File: src/shared/adcp_pkg.sv
// Constants, timing figures and state types of the parallel host port.
package adcp_pkg;

    // ------------------------------------------------------------------
    // Widths and timing
    // ------------------------------------------------------------------
    localparam int DATA_W        = 12;
    localparam int SYNC_W        = 17;
    localparam int DLY_W         = 8;
    localparam int EOC_W         = 3;
    localparam int CLK_PERIOD_NS = 20;
    localparam int WR_DELAY_NS   = 400;
    localparam int EOC_PULSE_NS  = 80;
    localparam int WR_DELAY_DEF  = (WR_DELAY_NS + CLK_PERIOD_NS - 1) / CLK_PERIOD_NS;
    localparam int EOC_CYCLES    = (EOC_PULSE_NS + CLK_PERIOD_NS - 1) / CLK_PERIOD_NS;

    localparam logic [DLY_W-1:0] DLY_ZERO  = 8'h00;
    localparam logic [DLY_W-1:0] DLY_ONE   = 8'h01;
    localparam logic [EOC_W-1:0] EOC_ZERO  = 3'h0;
    localparam logic [EOC_W-1:0] EOC_ONE   = 3'h1;
    localparam logic [EOC_W-1:0] EOC_LOAD  = EOC_W'(EOC_CYCLES - 1);

    // ------------------------------------------------------------------
    // Control register layout and reset value
    // ------------------------------------------------------------------
    localparam int CTRL_W         = 6;
    localparam int CTRL_FORMAT    = 0;
    localparam int CTRL_STANDBY   = 1;
    localparam int CTRL_SOFTCONV  = 2;
    localparam int CTRL_ADDR_LSB  = 3;
    localparam int CTRL_ADDR_MSB  = 5;
    localparam logic [CTRL_W-1:0] CTRL_RESET = 6'h00;

    // ------------------------------------------------------------------
    // Synchroniser vector layout and idle levels
    // ------------------------------------------------------------------
    localparam int SYNC_DATA_MSB = 11;
    localparam int SYNC_CS       = 12;
    localparam int SYNC_RD       = 13;
    localparam int SYNC_WR       = 14;
    localparam int SYNC_CONV     = 15;
    localparam int SYNC_MODE     = 16;
    localparam logic [SYNC_W-1:0] SYNC_RESET = 17'h07000;

    localparam logic [DATA_W-1:0] RESULT_RESET = 12'h000;

    typedef enum logic [1:0] {
        SEQ_IDLE,
        SEQ_CONV,
        SEQ_EOC
    } adcp_seq_t;

endpackage : adcp_pkg

File: src/shared/adcp_pins_if.sv
// Filtered host pin levels passed from the synchroniser to the port logic.
`timescale 1ns/1ps
interface adcp_pins_if;
    import adcp_pkg::*;
    logic              mode;
    logic              conv;
    logic              wr_n;
    logic              rd_n;
    logic              cs_n;
    logic [DATA_W-1:0] data;
    modport src (output mode, conv, wr_n, rd_n, cs_n, data);
    modport dst (input mode, conv, wr_n, rd_n, cs_n, data);
endinterface : adcp_pins_if

File: src/logic/adcp_host_port.sv
// Parallel host port: result read-back, control register, write delay, conversion sequencing.
`timescale 1ns/1ps
// Overview of operation
// - Mode high enables parallel read and write.
// - Drive data only while select and read low.
// - Result bit 0 on lowest line.
// - Format bit one gives two's complement output.
// - Select with write latches control from lines.
// - Six lines fill address, convert, standby, format.
// - Write rising edge starts internal delay pulse.
// - Delay expiry with soft convert starts conversion.
// - Soft convert zero: writes never start conversion.
// - Hardware convert rising edge starts conversion.
// - End of conversion gives 80 ns low pulse.
// - Control register clears to zero on reset.
module adcp_host_port
    import adcp_pkg::*;
#(
    parameter logic [DLY_W-1:0] WR_DELAY_CYCLES = DLY_W'(WR_DELAY_DEF)
) (
    input  wire logic              REF_CLK,
    input  wire logic              NRST,
    input  wire logic              MODE,
    input  wire logic              CS_N,
    input  wire logic              RD_N,
    input  wire logic              WR_N,
    input  wire logic              HW_CONVERT_START,
    input  wire logic [DATA_W-1:0] SHARED_DATA_LINES_IN,
    output logic      [DATA_W-1:0] SHARED_DATA_LINES_OUT,
    output logic                   SHARED_DATA_LINES_OE_N,
    input  wire logic              CONV_DONE,
    input  wire logic [DATA_W-1:0] CONV_RESULT,
    output logic      [2:0]        CHANNEL,
    output logic                   STANDBY,
    output logic                   HOLD,
    output logic                   CONV_START,
    output logic                   EOC_N
);

    // ------------------------------------------------------------------
    // Pin synchronisation
    // ------------------------------------------------------------------
    adcp_pins_if pins ();

    adcp_pin_sync u_sync (
        .REF_CLK (REF_CLK),
        .NRST    (NRST),
        .RAW_IN  ({MODE, HW_CONVERT_START, WR_N, RD_N, CS_N, SHARED_DATA_LINES_IN}),
        .pins    (pins.src)
    );

    logic wr_n_q;
    logic conv_q;
    logic next_wr_n_q;
    logic next_conv_q;
    logic wr_rise;
    logic hw_rise;
    logic rd_sel;
    logic wr_sel;

    assign rd_sel  = pins.mode && !pins.cs_n && !pins.rd_n;
    assign wr_sel  = pins.mode && !pins.cs_n && !pins.wr_n;
    assign wr_rise = pins.wr_n && !wr_n_q;
    assign hw_rise = pins.conv && !conv_q;

    always_comb begin
        next_wr_n_q = pins.wr_n;
        next_conv_q = pins.conv;
    end

    always_ff @(posedge REF_CLK or negedge NRST) begin
        if (!NRST) begin
            wr_n_q <= 1'b1;
            conv_q <= 1'b0;
        end else begin
            wr_n_q <= next_wr_n_q;
            conv_q <= next_conv_q;
        end
    end

    // ------------------------------------------------------------------
    // Control register
    // ------------------------------------------------------------------
    logic [CTRL_W-1:0] ctrl;
    logic [CTRL_W-1:0] next_ctrl;
    logic              soft_convert_bit;
    logic              soft_standby_bit;
    logic              format_bit;

    assign soft_convert_bit = ctrl[CTRL_SOFTCONV];
    assign soft_standby_bit = ctrl[CTRL_STANDBY];
    assign format_bit       = ctrl[CTRL_FORMAT];

    // The value held at the end of the strobe is the one that stays.
    always_comb begin
        next_ctrl = ctrl;
        if (wr_sel) begin
            next_ctrl = pins.data[CTRL_W-1:0];
        end
    end

    always_ff @(posedge REF_CLK or negedge NRST) begin
        if (!NRST) begin
            ctrl <= CTRL_RESET;
        end else begin
            ctrl <= next_ctrl;
        end
    end

    assign CHANNEL = ctrl[CTRL_ADDR_MSB:CTRL_ADDR_LSB];
    assign STANDBY = soft_standby_bit;

    // ------------------------------------------------------------------
    // Write-triggered delay
    // ------------------------------------------------------------------
    logic [DLY_W-1:0] dly_cnt;
    logic [DLY_W-1:0] next_dly_cnt;
    logic             dly_expire;

    assign dly_expire = (dly_cnt == DLY_ONE) && !(wr_rise && pins.mode);

    always_comb begin
        next_dly_cnt = dly_cnt;
        if (wr_rise && pins.mode) begin
            next_dly_cnt = WR_DELAY_CYCLES;
        end else if (dly_cnt != DLY_ZERO) begin
            next_dly_cnt = dly_cnt - DLY_ONE;
        end
    end

    always_ff @(posedge REF_CLK or negedge NRST) begin
        if (!NRST) begin
            dly_cnt <= DLY_ZERO;
        end else begin
            dly_cnt <= next_dly_cnt;
        end
    end

    // ------------------------------------------------------------------
    // Conversion sequencer
    // ------------------------------------------------------------------
    adcp_seq_t         state;
    adcp_seq_t         next_state;
    logic [EOC_W-1:0]  eoc_cnt;
    logic [EOC_W-1:0]  next_eoc_cnt;
    logic [DATA_W-1:0] result;
    logic [DATA_W-1:0] next_result;
    logic              next_hold;
    logic              next_conv_start;
    logic              next_eoc_n;
    logic              start_req;

    // Start requests while a conversion runs are ignored.
    assign start_req = hw_rise || (dly_expire && soft_convert_bit);

    always_comb begin
        next_state      = state;
        next_eoc_cnt    = eoc_cnt;
        next_result     = result;
        next_hold       = HOLD;
        next_conv_start = 1'b0;
        next_eoc_n      = EOC_N;
        case (state)
            SEQ_IDLE: begin
                if (start_req) begin
                    next_state      = SEQ_CONV;
                    next_hold       = 1'b1;
                    next_conv_start = 1'b1;
                end
            end
            SEQ_CONV: begin
                if (CONV_DONE) begin
                    next_state   = SEQ_EOC;
                    next_result  = CONV_RESULT;
                    next_hold    = 1'b0;
                    next_eoc_n   = 1'b0;
                    next_eoc_cnt = EOC_LOAD;
                end
            end
            SEQ_EOC: begin
                if (eoc_cnt == EOC_ZERO) begin
                    next_state = SEQ_IDLE;
                    next_eoc_n = 1'b1;
                end else begin
                    next_eoc_cnt = eoc_cnt - EOC_ONE;
                end
            end
            default: begin
                next_state = SEQ_IDLE;
                next_hold  = 1'b0;
                next_eoc_n = 1'b1;
            end
        endcase
    end

    always_ff @(posedge REF_CLK or negedge NRST) begin
        if (!NRST) begin
            state      <= SEQ_IDLE;
            eoc_cnt    <= EOC_ZERO;
            result     <= RESULT_RESET;
            HOLD       <= 1'b0;
            CONV_START <= 1'b0;
            EOC_N      <= 1'b1;
        end else begin
            state      <= next_state;
            eoc_cnt    <= next_eoc_cnt;
            result     <= next_result;
            HOLD       <= next_hold;
            CONV_START <= next_conv_start;
            EOC_N      <= next_eoc_n;
        end
    end

    // ------------------------------------------------------------------
    // Read-back drive
    // ------------------------------------------------------------------
    logic [DATA_W-1:0] fmt_result;
    logic [DATA_W-1:0] next_data_out;
    logic              next_oe_n;

    // Two's complement of an offset-binary code is the code with its top bit flipped.
    assign fmt_result = format_bit ? {~result[DATA_W-1], result[DATA_W-2:0]} : result;

    always_comb begin
        next_data_out = fmt_result;
        next_oe_n     = !rd_sel;
    end

    always_ff @(posedge REF_CLK or negedge NRST) begin
        if (!NRST) begin
            SHARED_DATA_LINES_OUT  <= RESULT_RESET;
            SHARED_DATA_LINES_OE_N <= 1'b1;
        end else begin
            SHARED_DATA_LINES_OUT  <= next_data_out;
            SHARED_DATA_LINES_OE_N <= next_oe_n;
        end
    end
endmodule : adcp_host_port

File: src/logic/adcp_pin_sync.sv
// Three-stage synchroniser with agreement filter for the host pins.
`timescale 1ns/1ps
module adcp_pin_sync
    import adcp_pkg::*;
(
    input  wire logic              REF_CLK,
    input  wire logic              NRST,
    input  wire logic [SYNC_W-1:0] RAW_IN,
    adcp_pins_if.src               pins
);

    logic [SYNC_W-1:0] s1;
    logic [SYNC_W-1:0] s2;
    logic [SYNC_W-1:0] s3;
    logic [SYNC_W-1:0] filt;
    logic [SYNC_W-1:0] next_filt;

    // A level is taken only once the second and third stages agree.
    genvar g;
    generate
        for (g = 0; g < SYNC_W; g++) begin : g_bit
            always_comb begin
                next_filt[g] = (s2[g] == s3[g]) ? s3[g] : filt[g];
            end
        end
    endgenerate

    always_ff @(posedge REF_CLK or negedge NRST) begin
        if (!NRST) begin
            s1   <= SYNC_RESET;
            s2   <= SYNC_RESET;
            s3   <= SYNC_RESET;
            filt <= SYNC_RESET;
        end else begin
            s1   <= RAW_IN;
            s2   <= s1;
            s3   <= s2;
            filt <= next_filt;
        end
    end

    assign pins.data = filt[SYNC_DATA_MSB:0];
    assign pins.cs_n = filt[SYNC_CS];
    assign pins.rd_n = filt[SYNC_RD];
    assign pins.wr_n = filt[SYNC_WR];
    assign pins.conv = filt[SYNC_CONV];
    assign pins.mode = filt[SYNC_MODE];

endmodule : adcp_pin_sync

File: config.mk
export PLATFORM = sky130hd
export DESIGN_NAME = adcp_host_port
export DESIGN_NICKNAME = d
export VERILOG_FILES = /design/src/shared/adcp_pkg.sv /design/src/shared/adcp_pins_if.sv /design/src/logic/adcp_host_port.sv /design/src/logic/adcp_pin_sync.sv
export SDC_FILE = /design/constraint.sdc
export NUM_CORES = 1
export LEC_CHECK = 0
export ABC_AREA = 1
export BUFFER_PORTS_ARGS = -buffer_cell sky130_fd_sc_hd__buf_2
export CORE_UTILIZATION = 35
export DETAILED_ROUTE_END_ITERATION = 10
export PLACE_DENSITY = 0.5
export SLEW_MARGIN = 20
export SYNTH_ARGS = -nofsm -noshare
export SYNTH_HDL_FRONTEND = slang
export SYNTH_HIERARCHICAL = 1
export SYNTH_SLANG_ARGS = --single-unit
File: constraint.sdc
create_clock -name REF_CLK -period 1.3 [get_ports REF_CLK]
set_input_delay 0.26 -clock REF_CLK [delete_from_list [all_inputs] [get_ports REF_CLK]]
set_output_delay 0.26 -clock REF_CLK [all_outputs]
set_load 0.02 [all_outputs]
==> results of run 1 <==
-- sequential cells by signal, indices dropped and copies added, names as in the netlist, 2 cells and up --
name and cells:
SHARED_DATA_LINES_OUT 12, ctrl 6, dly_cnt 8, eoc_cnt 3
result 12, state 2, u_sync/filt 11, u_sync/s1 11
u_sync/s2 11, u_sync/s3 11
-- through the flow --
stage	cell area, µm²	std cells
after floorplan	3340	309
after global placement	3810	489
after detailed placement	3810	489
after CTS	4150	516
after global routing	4200	517
final	4200	517
-- how the worst min path moves through the flow --
| stage | cells past startpoint | slack [ns] | end |
|---|---|---|---|
| 2_1_floorplan | 0 | -0.04 | CONV_START$_DFF_PN0_ |
| 3_5_place_dp | 1 | 0.23 | ctrl[2]$_DFFE_PN0P_ |
| 3_3_place_gp | 1 | 0.24 | dly_cnt[2]$_DFFE_PN0P_ |
| 5_1_grt | 1 | 0.002 | u_sync/s1[15]$_DFF_PN0_ |
| 4_1_cts | 1 | 0.0008 | u_sync/s1[15]$_DFF_PN0_ |
| 6_report | 1 | 0.02 | u_sync/s1[15]$_DFF_PN0_ |
-- power groups by stage --
stage               clock network [W]  registers (W)  logic [W]
finish                        0.00209        0.00402    0.00228
global route                  0.00230        0.00412    0.00258
floorplan                           0        0.00427    0.00122
CTS                           0.00218        0.00402    0.00222
detailed placement                  0        0.00406    0.00217
global placement                    0        0.00404    0.00216
-- worst reg2reg max path, cell delays in order, from the launching register on --
cell	delay [ns]
sky130_fd_sc_hd__dfrtp_1	0.39
sky130_fd_sc_hd__inv_2	0.11
sky130_fd_sc_hd__ha_1	0.18
sky130_fd_sc_hd__nand2_1	0.06
sky130_fd_sc_hd__nand3b_4	0.19
sky130_fd_sc_hd__inv_2	0.11
sky130_fd_sc_hd__nor2_1	0.05
-- cell usage in the layout (no fill, tap or decap), types with 3 or more instances in the layout --
cell	instances
sky130_fd_sc_hd__nor2_1	25
sky130_fd_sc_hd__dfstp_2	15
sky130_fd_sc_hd__inv_1	37
sky130_fd_sc_hd__buf_2	42
sky130_fd_sc_hd__inv_2	5
sky130_fd_sc_hd__nand2_1	69
sky130_fd_sc_hd__ha_1	4
sky130_fd_sc_hd__dfrtp_1	78
sky130_fd_sc_hd__o21ai_0	8
sky130_fd_sc_hd__buf_4	12
sky130_fd_sc_hd__nand2_2	5
sky130_fd_sc_hd__dlygate4sd3_1	11
sky130_fd_sc_hd__a21oi_1	14
sky130_fd_sc_hd__clkbuf_8	10
sky130_fd_sc_hd__o21ai_1	4
sky130_fd_sc_hd__nand3_1	25
sky130_fd_sc_hd__buf_6	3
-- per-layer routing --
metal	vias up	track usage	share of wire
met2	35	0.189	0.45
li1	1107	-	-
met5	-	0	0
met3	13	0.0344	0.037
met1	1006	0.160	0.49
met4	0	0.0713	0.027
-- repair_timing --
| item | CTS | global route |
|---|---|---|
| gates resized for setup | 2 | 13 |
| hold buffers | 11 | 0 |
| endpoints found under the hold margin | 28 | 0 |
| buffers inserted | 0 | 1 |
| pin swaps | 0 | 2 |
| setup endpoints to repair | 2 | 10 |
-- area by class of cell --
type                       instances  share of cell area
multi-input combinational        167               0.197
clock buffer                      11              0.0387
timing repair buffer              70               0.115
clock inverter                     5              0.0152
inverter                          42              0.0375
sequential                        93               0.558
tap                              129              0.0384
==> summary.md, run 1 <==
| Metric | Value |
|---|---|
| Startpoint of the worst setup timing path | `EOC_N$_DFFE_PN1P_` |
| Placeable core area | `9240 µm²` |
| Clock share of power | `0.250` |
| Mean routed wirelength per cell | `10.8 µm` |
| CTS tree | `done` |
| Via count of the first global-routing pass | `2134` |
| Crit. path cell count | `1` |
| Total power | `0.00839 W` |
| Share of final-layout standard cells stronger than drive strength 1 | `0.278` |
| Antenna Diode Count | `0` |
| Global router's overall resource usage | `0.124` |
| Total gr overflow | `0` |
| Die Wd | `99.7 µm` |
| Area growth syn-to-layout | `25.7%` |
| Buffer and inverter count on the worst path | `1` |
| Skew-Pair Late Insertion Delay | `0.35 ns` |
| Layout Utilization | `0.455` |
| CP top delay family | `flip-flops` |
| Result of the run | `finished clean` |
| Ordered list of cells on the worst path | `buf_6` |
| Final-report setup violation count | `0` |
| Unrepaired setup endpoints after global routing | `true` |
| Worst reg-to-reg setup slack | `0.10 ns` |
| Leak Pwr | `2.15 nW` |
| Mean Syn Cell Area | `10.8 µm²` |
| Max-slew violations | `0` |
| Buffers added on ports | `45` |
| Sequential cell fraction of total power | `0.479` |
| IR Drop Worst-Case VDD | `0.000812 V` |
| WP data arrival | `0.99 ns` |
| Sequential cell area in the final layout | `2350 µm²` |
| Reg2Reg Launch Point | `dly_cnt[1]$_DFFE_PN0P_` |
| Initial core utilization | `0.362` |
| Critical path data required time | `1.04 ns` |
| Total DRC errors in the routed layout | `0` |
| Crit-path max FO | `2` |
| Final clock period utilization by the worst path | `0.964` |
| Count of maximum capacitance violations | `0` |
| Worst hold-check path type | `input port to register` |
| Total wire length | `5580 µm` |
| Clock-pin slew on the worst setup and hold paths | `0.09 ns` |
| Synthesized cell area | `3340 µm²` |
| Power spent charging and discharging nets | `0.00280 W` |
| Final GP Congestion | `0.801` |
| Estimated wirelength of the detail-placed design | `3740 µm` |
| Number of rows in the core area | `35` |
| Fmax | `798 MHz` |
| Crit. End Element | `output port` |
| Post-route worst setup slack | `0.0474 ns` |
| Relative slew slack | `0.717` |
| Final setup TNS | `0 ns` |
| Fill cells | `883` |
| Number of nets in the layout | `420` |
| Power per Cell Area | `2000 nW/µm²` |
| H-tree depth | `3` |
| DRC violation total after the first TritonRoute iteration | `106` |
| CP peak stage delay | `0.54 ns` |
| Total area of multi-input combinational cells | `826 µm²` |
| Final hold violation count | `0` |
| Critical hold path startpoint | `HW_CONVERT_START` |
| Instance count of the mapped netlist | `309` |
| Number of nets still failing antenna checks after routing | `0` |
| Mapped Nets | `346` |
| Synth Warn # | `6` |
| Worst slack at placement | `0.0536 ns` |
| Endpoint of the lowest-slack register-to-register path | `dly_cnt[5]$_DFFE_PN0P_` |
| Switching part of the total | `0.334` |
| Number of antenna violations at the first check in global routing | `0` |
| Worst-case hold slack | `0.0206 ns` |
| Depth of the most critical reg-to-reg path | `6` |
| Int Power | `0.00558 W` |
| Deepest clock path buffer count | `2` |
| Overall die height | `99.7 µm` |
| Final Critical Period | `1.25 ns` |
| Pin slew with the least headroom to its limit | `0.425 ns` |
| Number of buffers inserted during clock tree synthesis | `9` |
| Critical path destination | `EOC_N` |
| Via/cell ratio | `4.18` |
| Clock Sink Count | `93` |
| Largest net degree at the start of global routing | `37` |
| Critical Setup Path Class | `register to output port` |
| Clock tree root buffer cell | `sky130_fd_sc_hd__clkbuf_8` |
| First-pass DRT Iterations | `4` |
| Cell with the biggest individual delay on the critical path | `sky130_fd_sc_hd__dfstp_2` |
| Part of the total power dissipated in combinational logic | `0.271` |
| Startpoint Class | `register` |
| Wire length of the first global-routing pass | `9570 µm` |
| Setup skew after layout | `0.00861 ns` |
| Area enclosed by the die boundary | `9940 µm²` |
| Total I/O pin count | `52` |
| Vias | `2161` |
Power figures use the tool's default switching activity.
==> run 2, diff against run 1 <==
--- a/config.mk
+++ b/config.mk
@@ -7,6 +7,7 @@
 export LEC_CHECK = 0
 export ABC_AREA = 1
 export BUFFER_PORTS_ARGS = -buffer_cell sky130_fd_sc_hd__buf_2
+export CORE_MARGIN = 4
 export CORE_UTILIZATION = 35
 export DETAILED_ROUTE_END_ITERATION = 10
 export PLACE_DENSITY = 0.5
==> summary.md, run 2 (synthesized netlist as in run 1, its figures left out) <==
| Metric | Value |
|---|---|
| Final-report setup violation count | `0` |
| Area growth syn-to-layout | `25.1%` |
| Startpoint Class | `register` |
| Busiest layer in global routing | `met2` |
| CTS tree | `done` |
| Share of final-layout standard cells stronger than drive strength 1 | `0.278` |
| Relative slew slack | `0.773` |
| Critical hold path startpoint | `CONV_RESULT[1]` |
| Leak Pwr | `2.14 nW` |
| Post-DP Area | `3800 µm²` |
| Mean routed wirelength per cell | `10.9 µm` |
| Cell with the biggest individual delay on the critical path | `sky130_fd_sc_hd__dfstp_2` |
| Buffers added on ports | `45` |
| Fmax | `777 MHz` |
| Clock tree root buffer cell | `sky130_fd_sc_hd__clkbuf_8` |
| Met2 Use GR | `0.177` |
| Placeable core area | `9280 µm²` |
| Top library cells by usage in the layout, fill and taps aside | `sky130_fd_sc_hd__dfrtp_1 (78), sky130_fd_sc_hd__nand2_1 (71), sky130_fd_sc_hd__buf_2 (42)` |
| Number of buffers inserted during clock tree synthesis | `9` |
| Wire length of the first global-routing pass | `10100 µm` |
| Initial core utilization | `0.360` |
| H-tree depth | `3` |
| Clock Sink Count | `93` |
| Vias | `2173` |
| Crit-path max FO | `2` |
| Final hold violation count | `0` |
| Critical path data required time | `1.04 ns` |
| Largest net degree at the start of global routing | `35` |
| Number of nets in the layout | `421` |
| Result of the run | `finished clean` |
| Final design instance area without fill | `4180 µm²` |
| CP top delay family | `flip-flops` |
| Largest registers | `SHARED_DATA_LINES_OUT: 12 flops, result: 12 flops` |
| Final setup TNS | `0 ns` |
| Buffer and inverter count on the worst path | `1` |
| Global-route track usage on met1 | `0.147` |
| Number of rows in the core area | `35` |
| Total I/O pin count | `52` |
| Final GP Congestion | `0.789` |
| Skew-Pair Late Insertion Delay | `0.36 ns` |
| First-pass DRT Iterations | `4` |
| Setup skew after layout | `0.0113 ns` |
| Ordered list of cells on the worst path | `buf_6` |
| Total wire length | `5630 µm` |
| Overall die height | `106 µm` |
| Total gr overflow | `0` |
| Final clock period utilization by the worst path | `0.989` |
| CP peak stage delay | `0.55 ns` |
| Final Critical Period | `1.29 ns` |
| IR Drop Worst-Case VDD | `0.000911 V` |
| Via count of the first global-routing pass | `2198` |
| Unrepaired setup endpoints after global routing | `true` |
| Global router's overall resource usage | `0.115` |
| Leading cell type in the layout, fill and taps excluded | `sky130_fd_sc_hd__dfrtp_1` |
| Startpoint of the worst setup timing path | `EOC_N$_DFFE_PN1P_` |
| Total DRC errors in the routed layout | `0` |
| Die Wd | `106 µm` |
| Max-slew violations | `0` |
| Deepest clock path buffer count | `2` |
| Area enclosed by the die boundary | `11200 µm²` |
| Estimated wirelength of the detail-placed design | `3940 µm` |
| Pin slew with the least headroom to its limit | `0.341 ns` |
| DRC violation total after the first TritonRoute iteration | `82` |
| Number of antenna violations at the first check in global routing | `0` |
| Clock-pin slew on the worst setup and hold paths | `0.10 ns` |
| Power per Cell Area | `1960 nW/µm²` |
| Critical Setup Path Class | `register to output port` |
| Antenna Diode Count | `0` |
| Worst hold-check path type | `input port to register` |
| Reg2Reg Launch Point | `dly_cnt[5]$_DFFE_PN0P_` |
| Number of nets still failing antenna checks after routing | `0` |
| Layout Utilization | `0.450` |
| GRT met3 Usage | `0.0294` |
| Count of maximum capacitance violations | `0` |
| WP data arrival | `1.03 ns` |
| Crit. End Element | `output port` |
| Via/cell ratio | `4.19` |
run 2: area by class of cell:
cell class | instances | area [µm²]
repair buffers | 71 | 490
clock inverters | 6 | 60.1
inverters | 42 | 158
clock buffers | 10 | 149
multi-input cells | 167 | 816
flip-flops and latches | 93 | 2350
well taps | 129 | 161
fillers | 943 | 5100
run 2: metrics by stage:
stage,hold slack [ns],total power [W],cells,setup slack [ns]
final,0.126,0.00821,518,0.0137
after global routing,0.113,0.00888,518,-0.0308
after CTS,0.103,0.00829,516,-0.00745
after detailed placement,0.193,0.00621,487,0.0641
after global placement,0.193,0.00619,487,0.0663
after floorplan,-0.0356,0.00549,309,0.0772
run 2: path summary, 6_finish.rpt:
path | end | slack [ns] | cells after the start
worst max-delay path | EOC_N | 0.01 | 1
worst min-delay path | result[1]$_DFFE_PN0P_ | 0.13 | 3
worst max register to register | dly_cnt[5]$_DFFE_PN0P_ | 0.08 | 6
worst min register to register | u_sync/s2[2]$_DFF_PN0_ | 0.35 | 0
max in group asynchronous | wr_n_q$_DFF_PN1_ | 0.41 | 3
min in group asynchronous | u_sync/s1[4]$_DFF_PN0_ | 0.34 | 2
run 2: report_power, final:
part           internal, W  total (W)  switching [W]
sequential         0.00363    0.00403       0.000404
clock             0.000859    0.00194        0.00109
combinational     0.000870    0.00224        0.00137
total              0.00536    0.00821        0.00285
run 2: timing repair:
item                                    CTS  global route
setup buffers                             1             2
cloned                                    0             0
pin swaps                                 0             2
hold endpoints to repair                 34             0
resized for setup                         4             8
hold buffers                             12             0
endpoints found under the setup margin    2            12
run 2: routing by layer:
| layer | routed length, µm | share of wire |
|---|---|---|
| met1 | 2560 | 0.46 |
| met2 | 2670 | 0.47 |
| met3 | 264 | 0.047 |
| met4 | 136 | 0.024 |
| met5 | 0 | 0 |
==> run 3, diff against run 2 <==
--- a/config.mk
+++ b/config.mk
@@ -10,7 +10,7 @@
 export CORE_MARGIN = 4
 export CORE_UTILIZATION = 35
 export DETAILED_ROUTE_END_ITERATION = 10
-export PLACE_DENSITY = 0.5
+export PLACE_DENSITY = 0.63
 export SLEW_MARGIN = 20
 export SYNTH_ARGS = -nofsm -noshare
 export SYNTH_HDL_FRONTEND = slang
==> summary.md, run 3 (synthesized netlist as in run 1, its figures left out) <==
| Metric | Value |
|---|---|
| Number of standard cells in the layout, taps in and fillers out | `519` |
| Worst-case hold slack | `0.132 ns` |
| Area enclosed by the die boundary | `11200 µm²` |
| Total wire length | `5360 µm` |
| Worst hold-check path type | `input port to register` |
| Relative slew slack | `0.840` |
| Leak Pwr | `2.15 nW` |
| Setup skew after layout | `0.00824 ns` |
| Final design instance area without fill | `4180 µm²` |
| CP top delay family | `flip-flops` |
| Final GP Congestion | `0.865` |
| Critical path data required time | `1.04 ns` |
| CP peak stage delay | `0.55 ns` |
| Crit-path max FO | `2` |
| Layout Utilization | `0.450` |
| Share of final-layout standard cells stronger than drive strength 1 | `0.272` |
| Total DRC errors in the routed layout | `0` |
| Placeable core area | `9280 µm²` |
| CTS tree | `done` |
| Total I/O pin count | `52` |
| Number of rows in the core area | `35` |
| Count of maximum capacitance violations | `0` |
| Buffer and inverter count on the worst path | `1` |
| Total power | `0.00817 W` |
| Number of nets still failing antenna checks after routing | `0` |
| Leading cell type in the layout, fill and taps excluded | `sky130_fd_sc_hd__dfrtp_1` |
| Skew-Pair Late Insertion Delay | `0.35 ns` |
| Result of the run | `finished clean` |
| WP data arrival | `1.01 ns` |
| Deepest clock path buffer count | `2` |
| Critical Setup Path Class | `register to output port` |
| Wire length of the first global-routing pass | `9600 µm` |
| Initial core utilization | `0.360` |
| Die Wd | `106 µm` |
| Max-slew violations | `0` |
| Final Critical Period | `1.27 ns` |
| Clock Sink Count | `93` |
| Area growth syn-to-layout | `24.9%` |
| Estimated wirelength of the detail-placed design | `3890 µm` |
| Overall die height | `106 µm` |
| Cell with the biggest individual delay on the critical path | `sky130_fd_sc_hd__dfstp_2` |
| Global router's overall resource usage | `0.107` |
| Vias | `2206` |
| Number of antenna violations at the first check in global routing | `0` |
| Total gr overflow | `0` |
| Number of nets in the layout | `422` |
| Power per Cell Area | `1960 nW/µm²` |
| Number of buffers inserted during clock tree synthesis | `9` |
| Final hold violation count | `0` |
| Final-report setup violation count | `0` |
| Clock-pin slew on the worst setup and hold paths | `0.10 ns` |
| Buffers added on ports | `45` |
| Via/cell ratio | `4.25` |
| IR Drop Worst-Case VDD | `0.000851 V` |
| Clock tree root buffer cell | `sky130_fd_sc_hd__clkbuf_8` |
| Post-DP Area | `3800 µm²` |
| Number of placed instances with taps included | `488` |
| Unrepaired setup endpoints after global routing | `true` |
| Top library cells by usage in the layout, fill and taps aside | `sky130_fd_sc_hd__dfrtp_1 (78), sky130_fd_sc_hd__nand2_1 (71), sky130_fd_sc_hd__buf_2 (42)` |
| Crit. End Element | `output port` |
| DRC violation total after the first TritonRoute iteration | `95` |
| Antenna Diode Count | `0` |
| Largest net degree at the start of global routing | `34` |
| H-tree depth | `3` |
| Fmax | `788 MHz` |
| First-pass DRT Iterations | `4` |
| Ordered list of cells on the worst path | `buf_6` |
| Mean routed wirelength per cell | `10.3 µm` |
| Pin slew with the least headroom to its limit | `0.240 ns` |
| Startpoint Class | `register` |
| Final clock period utilization by the worst path | `0.977` |
| Via count of the first global-routing pass | `2209` |
| Largest registers | `SHARED_DATA_LINES_OUT: 12 flops, result: 12 flops` |
-- run 3: cell types whose count changed in the layout (fill, tap and decap cells not counted) --
cell | previous run | this run
sky130_fd_sc_hd__inv_6 | 4 | 3
sky130_fd_sc_hd__nand3_1 | 25 | 26
sky130_fd_sc_hd__inv_8 | 0 | 1
sky130_fd_sc_hd__nor2_2 | 4 | 3
sky130_fd_sc_hd__nor2_1 | 23 | 25
sky130_fd_sc_hd__buf_4 | 13 | 14
sky130_fd_sc_hd__nor2_4 | 2 | 1
sky130_fd_sc_hd__o21ai_1 | 3 | 4
sky130_fd_sc_hd__o21ai_0 | 9 | 8
sky130_fd_sc_hd__nand3_2 | 2 | 1
-- run 3: metrics by stage --
step	worst slack [ns]	TNS, ns
floorplan	0.0772	0
global placement	0.0744	0
detailed placement	0.0561	0
CTS	0.00382	0
global route	-0.0182	-0.0278
finish	0.0303	0
-- run 3: where the power goes --
| group | total [W] | switching, W | internal (W) |
|---|---|---|---|
| logic | 0.00221 | 0.00135 | 0.000853 |
| clock network | 0.00193 | 0.00106 | 0.000865 |
| registers | 0.00404 | 0.000410 | 0.00363 |
-- run 3: timing repair --
item,4_1_cts,5_1_grt
endpoints found under the setup margin,2,10
hold endpoints to repair,23,1
resized for setup,3,6
pin swaps,0,1
hold buffers,11,1
buffers inserted,0,3
-- run 3: final timing paths --
| kind | cells after the start | end | start | slack (ns) |
|---|---|---|---|---|
| worst max-delay path | 1 | EOC_N | EOC_N$_DFFE_PN1P_ | 0.03 |
| worst max register to register | 7 | HOLD$_DFFE_PN0P_ | u_sync/filt[14]$_DFFE_PN1N_ | 0.10 |
| min in group asynchronous | 2 | result[3]$_DFFE_PN0P_ | NRST | 0.32 |
| worst min register to register | 0 | u_sync/s2[16]$_DFF_PN0_ | u_sync/s1[16]$_DFF_PN0_ | 0.35 |
| max in group asynchronous | 3 | wr_n_q$_DFF_PN1_ | NRST | 0.48 |
| worst min-delay path | 3 | result[6]$_DFFE_PN0P_ | CONV_RESULT[6] | 0.13 |
-- run 3: area by class of cell --
cell class                 instances  area (µm²)
fill                             902        5110
sequential                        93        2350
multi-input combinational        167         801
timing repair buffer              72         498
tap                              129         161
inverter                          42         158
clock buffer                      10         149
clock inverter                     6        62.6
-- run 3: layer usage --
metal  track usage  part of all wire  vias to the layer above
met5             0                 0                        -
met4        0.0398             0.011                        0
met3        0.0404             0.054                        6
met2         0.172              0.48                       43
met1         0.132              0.45                     1048
li1              -                 -                     1109
